File: src/chg_regs.svh
// Register offsets, field positions, reset values and encodings of the charger configuration bank
`ifndef CHG_REGS_SVH
`define CHG_REGS_SVH
`define CHG_I2C_ADDR 7'h6b
`define CHG_OFS_PWR_CFG 8'h01
`define CHG_OFS_CUR_CTL 8'h02
`define CHG_PWR_CFG_RST 8'h1b
`define CHG_CUR_CTL_RST 8'h60
`define CHG_BIT_REG_RESET 7
`define CHG_BIT_WDOG_RESTART 6
`define CHG_MODE_HI 5
`define CHG_MODE_LO 4
`define CHG_SYSMIN_HI 3
`define CHG_SYSMIN_LO 1
`define CHG_BIT_PWR_RSVD 0
`define CHG_FAST_CHARGE_CURRENT_HI 7
`define CHG_FAST_CHARGE_CURRENT_LO 2
`define CHG_BIT_CUR_RSVD 1
`define CHG_BIT_FORCE 0
`define CHG_SYSMIN_BASE_MV 12'd3000
`define CHG_SYSMIN_STEP_MV 12'd100
`define CHG_FAST_CHARGE_CURRENT_BASE_MA 13'd512
`define CHG_FAST_CHARGE_CURRENT_STEP_MA 13'd64
`define CHG_FAST_CHARGE_CURRENT_MAX_HI_MA 13'd4544
`define CHG_FAST_CHARGE_CURRENT_MAX_LO_MA 13'd2496
`define CHG_IPRE_BASE_MA 12'd128
`define CHG_IPRE_STEP_MA 12'd128
`endif

File: src/chg_pkg.sv
// Types shared by the charger configuration bank
package chg_pkg;
   typedef enum logic [1:0] {
      CHG_MODE_OFF,
      CHG_MODE_CHARGE,
      CHG_MODE_BOOST
   } chg_mode_t;
endpackage

File: src/chg_i2c_slave.sv
// I2C target front end: byte framing, address match, register pointer
`timescale 1ns/1ps
`default_nettype none
`include "chg_regs.svh"
module chg_i2c_slave (
   input wire logic sys_clk,
   input wire logic rstn,
   input wire logic scl_in,
   input wire logic sda_in,
   output logic sda_oe,
   output logic [7:0] reg_addr,
   output logic [7:0] wr_data,
   output logic wr_stb,
   output logic rd_stb,
   input wire logic [7:0] rd_data,
   input wire logic addr_ok
);
   typedef enum logic [2:0] {ST_IDLE, ST_DEVADDR, ST_REGADDR, ST_WDATA, ST_RDATA, ST_ACK, ST_RACK} chg_i2c_st_t;
   chg_i2c_st_t st_q;
   chg_i2c_st_t nxt_q;
   logic scl_q, sda_q;
   logic [3:0] cnt_q;
   logic [7:0] sh_q;
   logic rw_q, ack_q, oe_q, ptr_done_q;
   logic [7:0] addr_q, wdat_q, tx_q;
   logic wr_q, rd_q;
   wire scl_rise = scl_in & ~scl_q;
   wire scl_fall = ~scl_in & scl_q;
   wire start_c = scl_in & scl_q & sda_q & ~sda_in;
   wire stop_c = scl_in & scl_q & ~sda_q & sda_in;
   wire [7:0] byte_w = {sh_q[6:0], sda_in};
   // Answer for the byte just framed: a refused byte leaves SDA released
   wire ack_now = (st_q == ST_DEVADDR) ? (sh_q[7:1] == `CHG_I2C_ADDR) : ((st_q == ST_REGADDR) | addr_ok);
   assign sda_oe = oe_q;
   assign reg_addr = addr_q;
   assign wr_data = wdat_q;
   assign wr_stb = wr_q;
   assign rd_stb = rd_q;
   // Bus sampling and byte engine; a data byte written to an undefined register gets NACK and idles
   always_ff @(posedge sys_clk) begin
      scl_q <= scl_in;
      sda_q <= sda_in;
      wr_q <= 1'b0;
      rd_q <= 1'b0;
      if (!rstn) begin
         st_q <= ST_IDLE;
         nxt_q <= ST_IDLE;
         cnt_q <= 4'h0;
         sh_q <= 8'h00;
         rw_q <= 1'b0;
         ack_q <= 1'b0;
         oe_q <= 1'b0;
         ptr_done_q <= 1'b0;
         addr_q <= 8'h00;
         wdat_q <= 8'h00;
         tx_q <= 8'h00;
         scl_q <= 1'b1;
         sda_q <= 1'b1;
      end else if (start_c) begin
         st_q <= ST_DEVADDR;
         cnt_q <= 4'h0;
         oe_q <= 1'b0;
      end else if (stop_c) begin
         st_q <= ST_IDLE;
         oe_q <= 1'b0;
      end else if (st_q != ST_IDLE) begin
         if (scl_rise && st_q != ST_ACK && st_q != ST_RDATA) begin
            sh_q <= byte_w;
            cnt_q <= cnt_q + 4'h1;
            if (st_q == ST_RACK && sda_in) begin
               st_q <= ST_IDLE; // Master NACK ends a read
            end
         end
         if (scl_rise && st_q == ST_RDATA) begin
            cnt_q <= cnt_q + 4'h1;
         end
         if (scl_fall) begin
            unique case (st_q)
               ST_DEVADDR, ST_REGADDR, ST_WDATA: begin
                  if (cnt_q == 4'h8) begin
                     cnt_q <= 4'h0;
                     ack_q <= 1'b0;
                     if (st_q == ST_DEVADDR) begin
                        rw_q <= sh_q[0];
                        ack_q <= (sh_q[7:1] == `CHG_I2C_ADDR);
                        nxt_q <= sh_q[0] ? ST_RDATA : ST_REGADDR;
                        if (sh_q[0]) begin
                           tx_q <= rd_data;
                           rd_q <= (sh_q[7:1] == `CHG_I2C_ADDR);
                        end
                     end else if (st_q == ST_REGADDR) begin
                        addr_q <= sh_q;
                        nxt_q <= ST_WDATA;
                        ack_q <= 1'b1;
                     end else begin
                        wdat_q <= sh_q;
                        wr_q <= addr_ok;
                        ack_q <= addr_ok;
                        nxt_q <= ST_WDATA;
                     end
                     st_q <= ST_ACK;
                     oe_q <= ack_now; // NACK keeps SDA high
                  end
               end
               ST_ACK: begin
                  // Drop ack; pointer advances after each written byte
                  oe_q <= 1'b0;
                  if (!ack_q) begin
                     st_q <= ST_IDLE;
                  end else begin
                     st_q <= nxt_q;
                     if (nxt_q == ST_RDATA) begin
                        oe_q <= ~tx_q[7];
                     end
                  end
                  if (nxt_q == ST_WDATA && ptr_done_q) begin
                     addr_q <= addr_q + 8'h01;
                  end
                  ptr_done_q <= (nxt_q == ST_WDATA) & ack_q;
               end
               ST_RDATA: begin
                  if (cnt_q == 4'h8) begin
                     oe_q <= 1'b0;
                     cnt_q <= 4'h0;
                     st_q <= ST_RACK;
                  end else begin
                     oe_q <= ~tx_q[3'd7 - cnt_q[2:0]];
                  end
               end
               ST_RACK: begin
                  addr_q <= addr_q + 8'h01;
                  rd_q <= 1'b1;
                  st_q <= ST_RDATA;
                  cnt_q <= 4'h0;
                  tx_q <= rd_data;
                  oe_q <= ~rd_data[7];
               end
               default: st_q <= ST_IDLE;
            endcase
         end
      end
   end
endmodule
`default_nettype wire

File: src/chg_cfg_regs.sv
// Power-on configuration and charge current registers of the charger, reached over I2C
// Operation
// RULE1: Bit 7 write 1 restores defaults, self-clears
// RULE2: Bit 6 write 1 restarts watchdog, self-clears
// RULE3: Mode 00 off, 01 charge, 1x boost
// RULE4: System minimum 3.0 V plus 0.1 V steps
// RULE5: Host writes 1 to bit 0
// RULE6: Power-on register resets to 0x1b
// RULE7: Fast charge 512 mA plus 64 mA steps
// RULE8: Current capped at 4544 or 2496 mA
// RULE9: Host writes 0 to current bit 1
// RULE10: Force bit gives 20% and 50%
// RULE11: Current register resets to 0x60
// RULE12: Host restarts watchdog twice per period
// RULE13: Both registers at I2C address 0x6b
// RULE14: Self-clearing bits pulse once, read zero
`timescale 1ns/1ps
`default_nettype none
`include "chg_regs.svh"
module chg_cfg_regs (
   input wire logic sys_clk,
   input wire logic rstn,
   input wire logic scl_in,
   input wire logic sda_in,
   output logic sda_out,
   output logic sda_oe,
   input wire logic high_current_variant,
   input wire logic [3:0] precharge_current_limit,
   output chg_pkg::chg_mode_t charger_mode_select,
   output logic [2:0] minimum_system_voltage,
   output logic [11:0] minimum_system_voltage_mv,
   output logic [12:0] fast_charge_current_ma,
   output logic [11:0] precharge_current_ma,
   output logic force_reduced_current,
   output logic watchdog_restart,
   output logic regs_reset
);
   logic [7:0] pwr_cfg_q;
   logic [7:0] cur_ctl_q;
   logic [12:0] fast_charge_current_ma_q;
   logic [11:0] ipre_ma_q;
   logic [11:0] sysmin_mv_q;
   logic wd_q, rr_q;
   logic [7:0] reg_addr, wr_data, rd_data;
   logic wr_stb, rd_stb;
   // Decode of the two mapped registers
   wire sel_pwr = (reg_addr == `CHG_OFS_PWR_CFG);
   wire sel_cur = (reg_addr == `CHG_OFS_CUR_CTL);
   wire addr_ok = sel_pwr | sel_cur;
   wire wr_pwr = wr_stb & sel_pwr;
   wire wr_cur = wr_stb & sel_cur;
   wire do_reset = wr_pwr & wr_data[`CHG_BIT_REG_RESET]; // [RULE1]
   wire do_wdog = wr_pwr & wr_data[`CHG_BIT_WDOG_RESTART]; // [RULE2]
   // Self-clearing bits never read back as 1
   assign rd_data = sel_pwr ? {2'b00, pwr_cfg_q[5:0]} : (sel_cur ? cur_ctl_q : 8'h00); // [RULE14]
   chg_i2c_slave u_i2c (
      .sys_clk(sys_clk),
      .rstn(rstn),
      .scl_in(scl_in),
      .sda_in(sda_in),
      .sda_oe(sda_oe),
      .reg_addr(reg_addr),
      .wr_data(wr_data),
      .wr_stb(wr_stb),
      .rd_stb(rd_stb),
      .rd_data(rd_data),
      .addr_ok(addr_ok)
   ); // [RULE13]
   assign sda_out = 1'b0;
   // Register storage; a register-reset write wins over the data written
   always_ff @(posedge sys_clk) begin
      if (!rstn || do_reset) begin
         pwr_cfg_q <= `CHG_PWR_CFG_RST; // [RULE1] [RULE6]
         cur_ctl_q <= `CHG_CUR_CTL_RST; // [RULE11]
      end else begin
         if (wr_pwr) begin
            pwr_cfg_q <= {2'b00, wr_data[5:0]}; // [RULE5]
         end
         if (wr_cur) begin
            cur_ctl_q <= wr_data; // [RULE9]
         end
      end
   end
   // One-cycle action pulses per write of 1
   always_ff @(posedge sys_clk) begin
      if (!rstn) begin
         wd_q <= 1'b0;
         rr_q <= 1'b0;
      end else begin
         wd_q <= do_wdog; // [RULE2] [RULE14]
         rr_q <= do_reset; // [RULE14]
      end
   end
   assign watchdog_restart = wd_q;
   assign regs_reset = rr_q;
   // Mode decode: both upper codes select boost
   assign charger_mode_select = pwr_cfg_q[`CHG_MODE_HI] ? chg_pkg::CHG_MODE_BOOST :
      (pwr_cfg_q[`CHG_MODE_LO] ? chg_pkg::CHG_MODE_CHARGE : chg_pkg::CHG_MODE_OFF); // [RULE3]
   assign minimum_system_voltage = pwr_cfg_q[`CHG_SYSMIN_HI:`CHG_SYSMIN_LO];
   assign force_reduced_current = cur_ctl_q[`CHG_BIT_FORCE];
   // Applied current and voltage values
   wire [12:0] fast_charge_current_prog = `CHG_FAST_CHARGE_CURRENT_BASE_MA + 13'(cur_ctl_q[`CHG_FAST_CHARGE_CURRENT_HI:`CHG_FAST_CHARGE_CURRENT_LO]) * `CHG_FAST_CHARGE_CURRENT_STEP_MA; // [RULE7]
   wire [12:0] fast_charge_current_max = high_current_variant ? `CHG_FAST_CHARGE_CURRENT_MAX_HI_MA : `CHG_FAST_CHARGE_CURRENT_MAX_LO_MA;
   wire [12:0] fast_charge_current_cap = (fast_charge_current_prog > fast_charge_current_max) ? fast_charge_current_max : fast_charge_current_prog; // [RULE8]
   wire [15:0] fast_charge_current_20 = (16'(fast_charge_current_cap) * 16'd2) / 16'd10;
   wire [11:0] ipre_prog = `CHG_IPRE_BASE_MA + 12'(precharge_current_limit) * `CHG_IPRE_STEP_MA;
   wire [11:0] sysmin = `CHG_SYSMIN_BASE_MV + 12'(minimum_system_voltage) * `CHG_SYSMIN_STEP_MV; // [RULE4]
   always_ff @(posedge sys_clk) begin
      if (!rstn) begin
         fast_charge_current_ma_q <= 13'd0;
         ipre_ma_q <= 12'd0;
         sysmin_mv_q <= 12'd0;
      end else begin
         fast_charge_current_ma_q <= force_reduced_current ? fast_charge_current_20[12:0] : fast_charge_current_cap; // [RULE10]
         ipre_ma_q <= force_reduced_current ? {1'b0, ipre_prog[11:1]} : ipre_prog; // [RULE10]
         sysmin_mv_q <= sysmin;
      end
   end
   assign fast_charge_current_ma = fast_charge_current_ma_q;
   assign precharge_current_ma = ipre_ma_q;
   assign minimum_system_voltage_mv = sysmin_mv_q;
endmodule
`default_nettype wire

File: config.mk
export PLATFORM = sky130hd
export DESIGN_NAME = chg_cfg_regs
export DESIGN_NICKNAME = d
export VERILOG_FILES = /design/src/chg_pkg.sv /design/src/chg_i2c_slave.sv /design/src/chg_cfg_regs.sv
export VERILOG_INCLUDE_DIRS = /design/src
export SDC_FILE = /design/constraint.sdc
export NUM_CORES = 1
export LEC_CHECK = 0
export ABC_AREA = 1
export ABC_CLOCK_PERIOD_IN_PS = 6700
export BUFFER_PORTS_ARGS = -buffer_cell sky130_fd_sc_hd__buf_2
export CAP_MARGIN = 40
export CORE_MARGIN = 5
export CORE_UTILIZATION = 29
export DETAILED_ROUTE_END_ITERATION = 8
export HOLD_SLACK_MARGIN = 0.06
export PLACE_DENSITY = 0.44
export SYNTH_ARGS = -nofsm -noshare
export SYNTH_HDL_FRONTEND = slang
export SYNTH_SLANG_ARGS = --single-unit
File: constraint.sdc
create_clock -name sys_clk -period 6.7 [get_ports sys_clk]
set_input_delay 0.335 -clock sys_clk [delete_from_list [all_inputs] [get_ports sys_clk]]
set_output_delay 0.335 -clock sys_clk [all_outputs]
set_load 0.03 [all_outputs]
Word-level counts from Yosys, hierarchy flattened
Index checks and enable logic that the tools add are counted.

storage, ports and cells
  output and inout bits = 47
  memory bits (read-only) = 0
  bits in latches = 0
  memory bits (writable) = 0
  register bits after elaboration = 101
  memories = 0

cells by class
  bitwise operators = 30
  multipliers = 1
  order comparisons = 2
  equal/unequal tests = 20
  muxes and demuxes = 44
  $add $sub $neg = 6
  divide/modulo/power cells = 1
  reduce and logical (&&, ||, !) cells = 26
  shift-type cells = 0

operators with widths
  cell                                                                      number
  8-bit two-way mux                                                         9
  13-bit two-way mux                                                        3
  3-bit two-way mux                                                         8
  8-bit one-hot mux with 3 select lines                                     1
  14-bit by 4-bit divider with 16-bit output (second input constant)        1
  4-bit two-way mux                                                         4
  1-bit inverter                                                            16
  8-bit one-hot mux with 2 select lines                                     1
  8-bit AND reduction                                                       2
  10-bit by 12-bit adder with 13-bit output (first input constant)          1
  13-bit > comparator                                                       1
  12-bit by 10-bit adder with 12-bit output (first input constant)          1
  8-bit by 11-bit adder with 12-bit output (first input constant)           1
  1-bit AND                                                                 12
  3-bit equality test (second input constant)                               4
  1-bit two-way mux                                                         12
  3-bit one-hot mux with 4 select lines                                     1
  11-bit two-way mux                                                        1
  2-bit by 1-bit inequality test with 1-bit output (second input constant)  5
  3-bit by 2-bit equality test with 1-bit output (second input constant)    3
  9-bit AND reduction                                                       1
  3-bit nonzero test                                                        3
  9-bit OR reduction                                                        1
  8-bit by 1-bit adder with 8-bit output (second input constant)            1
  28 further kinds                                                          37

Logic depth before layout (Yosys ltp)
  depth after elaboration = 11
  mapped depth = 66

Hierarchy
From an unflattened synthesis, not the netlist that was laid out.

unflattened totals
  cell total of the unflattened synthesis = 905
  area total of the unflattened synthesis = 6,039.5 µm²

by module, submodules not included
  module         area each (µm²)  times used  cells an instance  seq. area each (µm²)
  chg_cfg_regs   3,473.3          1           540                900.9
  chg_i2c_slave  2,566.2          1           365                980.9

Least setup slack after synthesis
OpenSTA, ideal clock, no wires.

  path type = flip-flop to flip-flop
  start point = reg cur_ctl_q[5]
  end point = reg fast_charge_current_ma_q[0] (netlist: fast_charge_current_ma[0])
  arrival time = 7.070 ns
  library setup time = 0.113 ns
  slack = -0.483 ns
  clock period less this slack = 7.183 ns
  stages on the path, launching flop included = 61
  data required time = 6.587 ns
  cell sequence = dfxtp_1 ha_1 xnor2_1 inv_1 ha_1 nand2_2 nor2_1 nor2_2 nand2_4 o21ai_1 nand3_1 nand2_2 clkinv_2 nand2_2 nand2_2 nand3_2 nand2_4 nand2_4 (+25 left out) ha_1 inv_1 nand3_2 nor2_4 nand2_4 ha_1 inv_1 nand2_2 nor2_4 nand2_4 ha_1 nand3_1 nand2_1 nand3_1 nand2_1 nand4_2 nor2_1 nor2_1

between the ends
  word-level cells in the longest chain between the ends = 5

ends and longest elaborated chain
  element                                                RTL line             source
  from (decl)                                            chg_cfg_regs.sv:39   logic [7:0] cur_ctl_q;
  from (signal assigned)                                 chg_cfg_regs.sv:74   cur_ctl_q <= `CHG_CUR_CTL_RST;
  from (signal assigned)                                 chg_cfg_regs.sv:80   cur_ctl_q <= wr_data;
  10-bit by 12-bit adder with 13-bit output (no line) *  -
  13-bit > comparator                                    chg_cfg_regs.sv:104  wire [12:0] fast_charge_current_cap = (fast_charge_current_prog > fast_charge_current_max) ? fast_charge_curre ...
  13-bit two-way mux *                                   chg_cfg_regs.sv:104
  14-bit by 4-bit divider with 16-bit output             chg_cfg_regs.sv:105  wire [15:0] fast_charge_current_20 = (16'(fast_charge_current_cap) * 16'd2) / 16'd10;
  13-bit two-way mux *                                   chg_cfg_regs.sv:114  fast_charge_current_ma_q <= force_reduced_current ? fast_charge_current_20[12:0] : fast_charge_current_cap;
  to (signal assigned)                                   chg_cfg_regs.sv:114
  to (decl)                                              chg_cfg_regs.sv:40   logic [12:0] fast_charge_current_ma_q;

Mark *: on every way between the ends. The rest lies on a longest branch, timed or not.
A chain may end at the register's enable or synchronous reset.

Worst setup path after layout
Ends and elaborated chain as after synthesis.

==> out/metrics.cfg <==
[outcome]
outcome=complete, but fails checks
violations=setup timing

[logic_synthesis]
ys_top_cells_by_area=dfxtp_1, nand2_1, inv_1, ha_1, a21oi_1
synthFlopType=dfxtp_1
synth_area_per_cell_um2=7.03
yosys_warnings=0
synth_area_mm2=0.00595
yosysTopAreaCell=dfxtp_1
ys_seq_elements=93
yosysSeqAreaShare_pct=31.3
synth_common_cells=nand2_1, inv_1, dfxtp_1
synth.distinct_cells=52
synth_edf_count=0
synth_most_common_cell=nand2_1
synthArstFlopShare_pct=0
synth_top_cell_area_share_pct=31.3
netlist_instances=847

[drt]
drt-total-wl_mm=16.0
vias=5653
drc=0
wl_per_cell_um=13.0
vias_per_cell=4.58
drt_iter0_drc=247
detail-route-antenna-nets=0
first_pass_iters=4

[placement]
portBuffers=46
dp_hpwl_mm=12.3
dp_cells=1200
gp_congestion=0.777

[hold_path]
holdPathStages=2
min_from=precharge_current_limit[0]
hold_end=precharge_current_ma[6]$_SDFF_PN0_
hold_class=in -> reg

[sta]
slew_headroom_pct=39.5
slew_violations=0
worst_slew_pin_slew_ps=896
period_share_pct=100
fin_crit_ps=6710
skew_ps=13.5
rsz0062_at_grt=yes
hold_viol_final=0
max_freq_mhz=149
worst_slack_ps=-7.86
setup_viol=1

[grt]
antenna_found_initial=0
grt_pass1_wl_mm=26.5
first_global_vias=5428
groute.usage.overall_pct=13.4
overflow=0
grt_max_degree=34

[die]
num_rows=52
die_h_um=153
core_mm2=0.0202
num_io_pins=56
die_area_mm2=0.0235
die_w_um=153
start_util_pct=29.4

[final_layout]
stdcell_count=1235
num_antenna_cells=0
drive_above_1_share_pct=28.6
nets=995
fin_util_pct=37.8
area_delta_synth_final_pct=28.4

[setup_path]
reg2reg_depth=61
cp-start-kind=flip-flop
timing.rr.end=fast_charge_current_ma[0]$_SDFF_PN0_
max_stage_delay_ps=350
crit_arrival_ps=6920
critPathLaunch=cur_ctl_q[5]$_SDFFE_PP1P_
worstPathRequired_ps=6910
reg2reg_from=cur_ctl_q[5]$_SDFFE_PP1P_
endpoint_kind=flip-flop
worst-path-max-fanout=6
path_class=reg -> reg
critPathMostFrequentCell=nand2_4
slowest_stage=dfxtp_4
r2r_slack_ps=-8

[clock_network]
tritoncts=built
clk_path_buf_depth=2
path_clk_slew_ps=70
worstSkewPairLatency_ps=360
cts_made_buffers=9
cts_htree_levels=3
clock-sinks=93
clk_root_buffer_cell=clkbuf_16

[power]
p_total_mw=2.39
ir_worst_vdd_uv=182
leakagePower_nw=3.50
power_density_mw_per_mm2=312

[job]
max_cap_violations=0

[worst max-delay path, delay by kind of cell, from the launching register on]
family,cells,cell delay (ps)
compound gates,1,170
flops,1,350
xor+xnor,1,170
fa+ha+maj,8,1570
buf+inv,7,510
simple gates,44,3790
[cells in the final DEF, fill, tap and decap left out, drive strengths merged, types with 2 or more instances in the layout]
master,n
o21a,2
o211ai,10
dfxtp,93
nor4,3
ha,26
a21oi,59
nand4,12
nand3b,6
nor2,82
o21ai,53
nand3,71
clkinv,4
a221oi,8
inv,135
xor2,4
nand2,205
conb,9
buf,120
a211oi,10
a31oi,4
clkbuf,11
or2,2
o21bai,4
nor3,14
xnor2,4
o22ai,8
[metrics by stage]
stage	cell area, um2	hold WS (ps)	setup WS, ps	TNS [ps]
floorplan	6120	363	-147	-147
global placement	6900	459	-21.4	-21.4
detailed placement	6950	464	-105	-105
CTS	7330	188	0.930	0
global route	7640	221	-476	-609
finish	7640	204	-7.86	-7.86
[layout make-up]
type,count,area [um2]
clock buffers,11,243
clock inverters,5,41.3
fillers,2147,12600
inverters,134,519
multi-input cells,602,3790
flip-flops and latches,93,1870
well taps,270,338
repair buffers,120,846
[report_power, final]
group / internal [mW] / total (mW) / switching, mW / leakage, nW
Clock: 0.267 / 0.512 / 0.245 / 0.141
Sequential: 0.559 / 0.561 / 0.00265 / 0.754
Combinational: 0.541 / 1.31 / 0.771 / 2.60
[how the worst max path moves through the flow]
stage,endpoint,slack [ps]
floorplan,fast_charge_current_ma[0]$_SDFF_PN0_,-150
global placement,fast_charge_current_ma[0]$_SDFF_PN0_,-20
detailed placement,fast_charge_current_ma[0]$_SDFF_PN0_,-100
CTS,fast_charge_current_ma[0]$_SDFF_PN0_,0.9
global route,fast_charge_current_ma[0]$_SDFF_PN0_,-480
finish,fast_charge_current_ma[0]$_SDFF_PN0_,-8
[cells by family (layout without fill, tap and decap cells)]
logic type,count (synthesis),after routing,synth area share (%)
AND/OR/NAND/NOR,397,397,34.6
other,1,9,0.0630
XOR/XNOR,8,8,1.18
AO/OA/AOI/OAI,162,162,16.0
buffers and inverters,160,270,11.4
adder cells (fa/ha/maj),26,26,5.47
flip-flops,93,93,31.3
[state kept, by name, indices dropped and copies added (netlist names), 8 cells and up]
register / count
u_i2c.sh_q: 8
minimum_system_voltage_mv: 10
fast_charge_current_ma: 13
cur_ctl_q: 8
u_i2c.reg_addr: 8
u_i2c.wr_data: 8
u_i2c.tx_q: 8
[routing by layer]
layer  up-vias  global-route usage (%)  part of all wire (%)
li1       2996                       -                     -
met1      2585                    18.4                    50
met2        58                    21.9                    47
met3        14                    2.15                   2.4
met4         0                    3.52                   1.1
met5         -                       0                     0
[what timing repair did]
action                     in CTS  in global routing
buffers inserted                5                 14
cloned                          0                  0
pin swaps                      23                 56
gates resized for setup        13                 50
hold buffers                    0                  0
setup endpoints to repair       1                  3
Note: power is estimated with default switching activity, not from simulation.
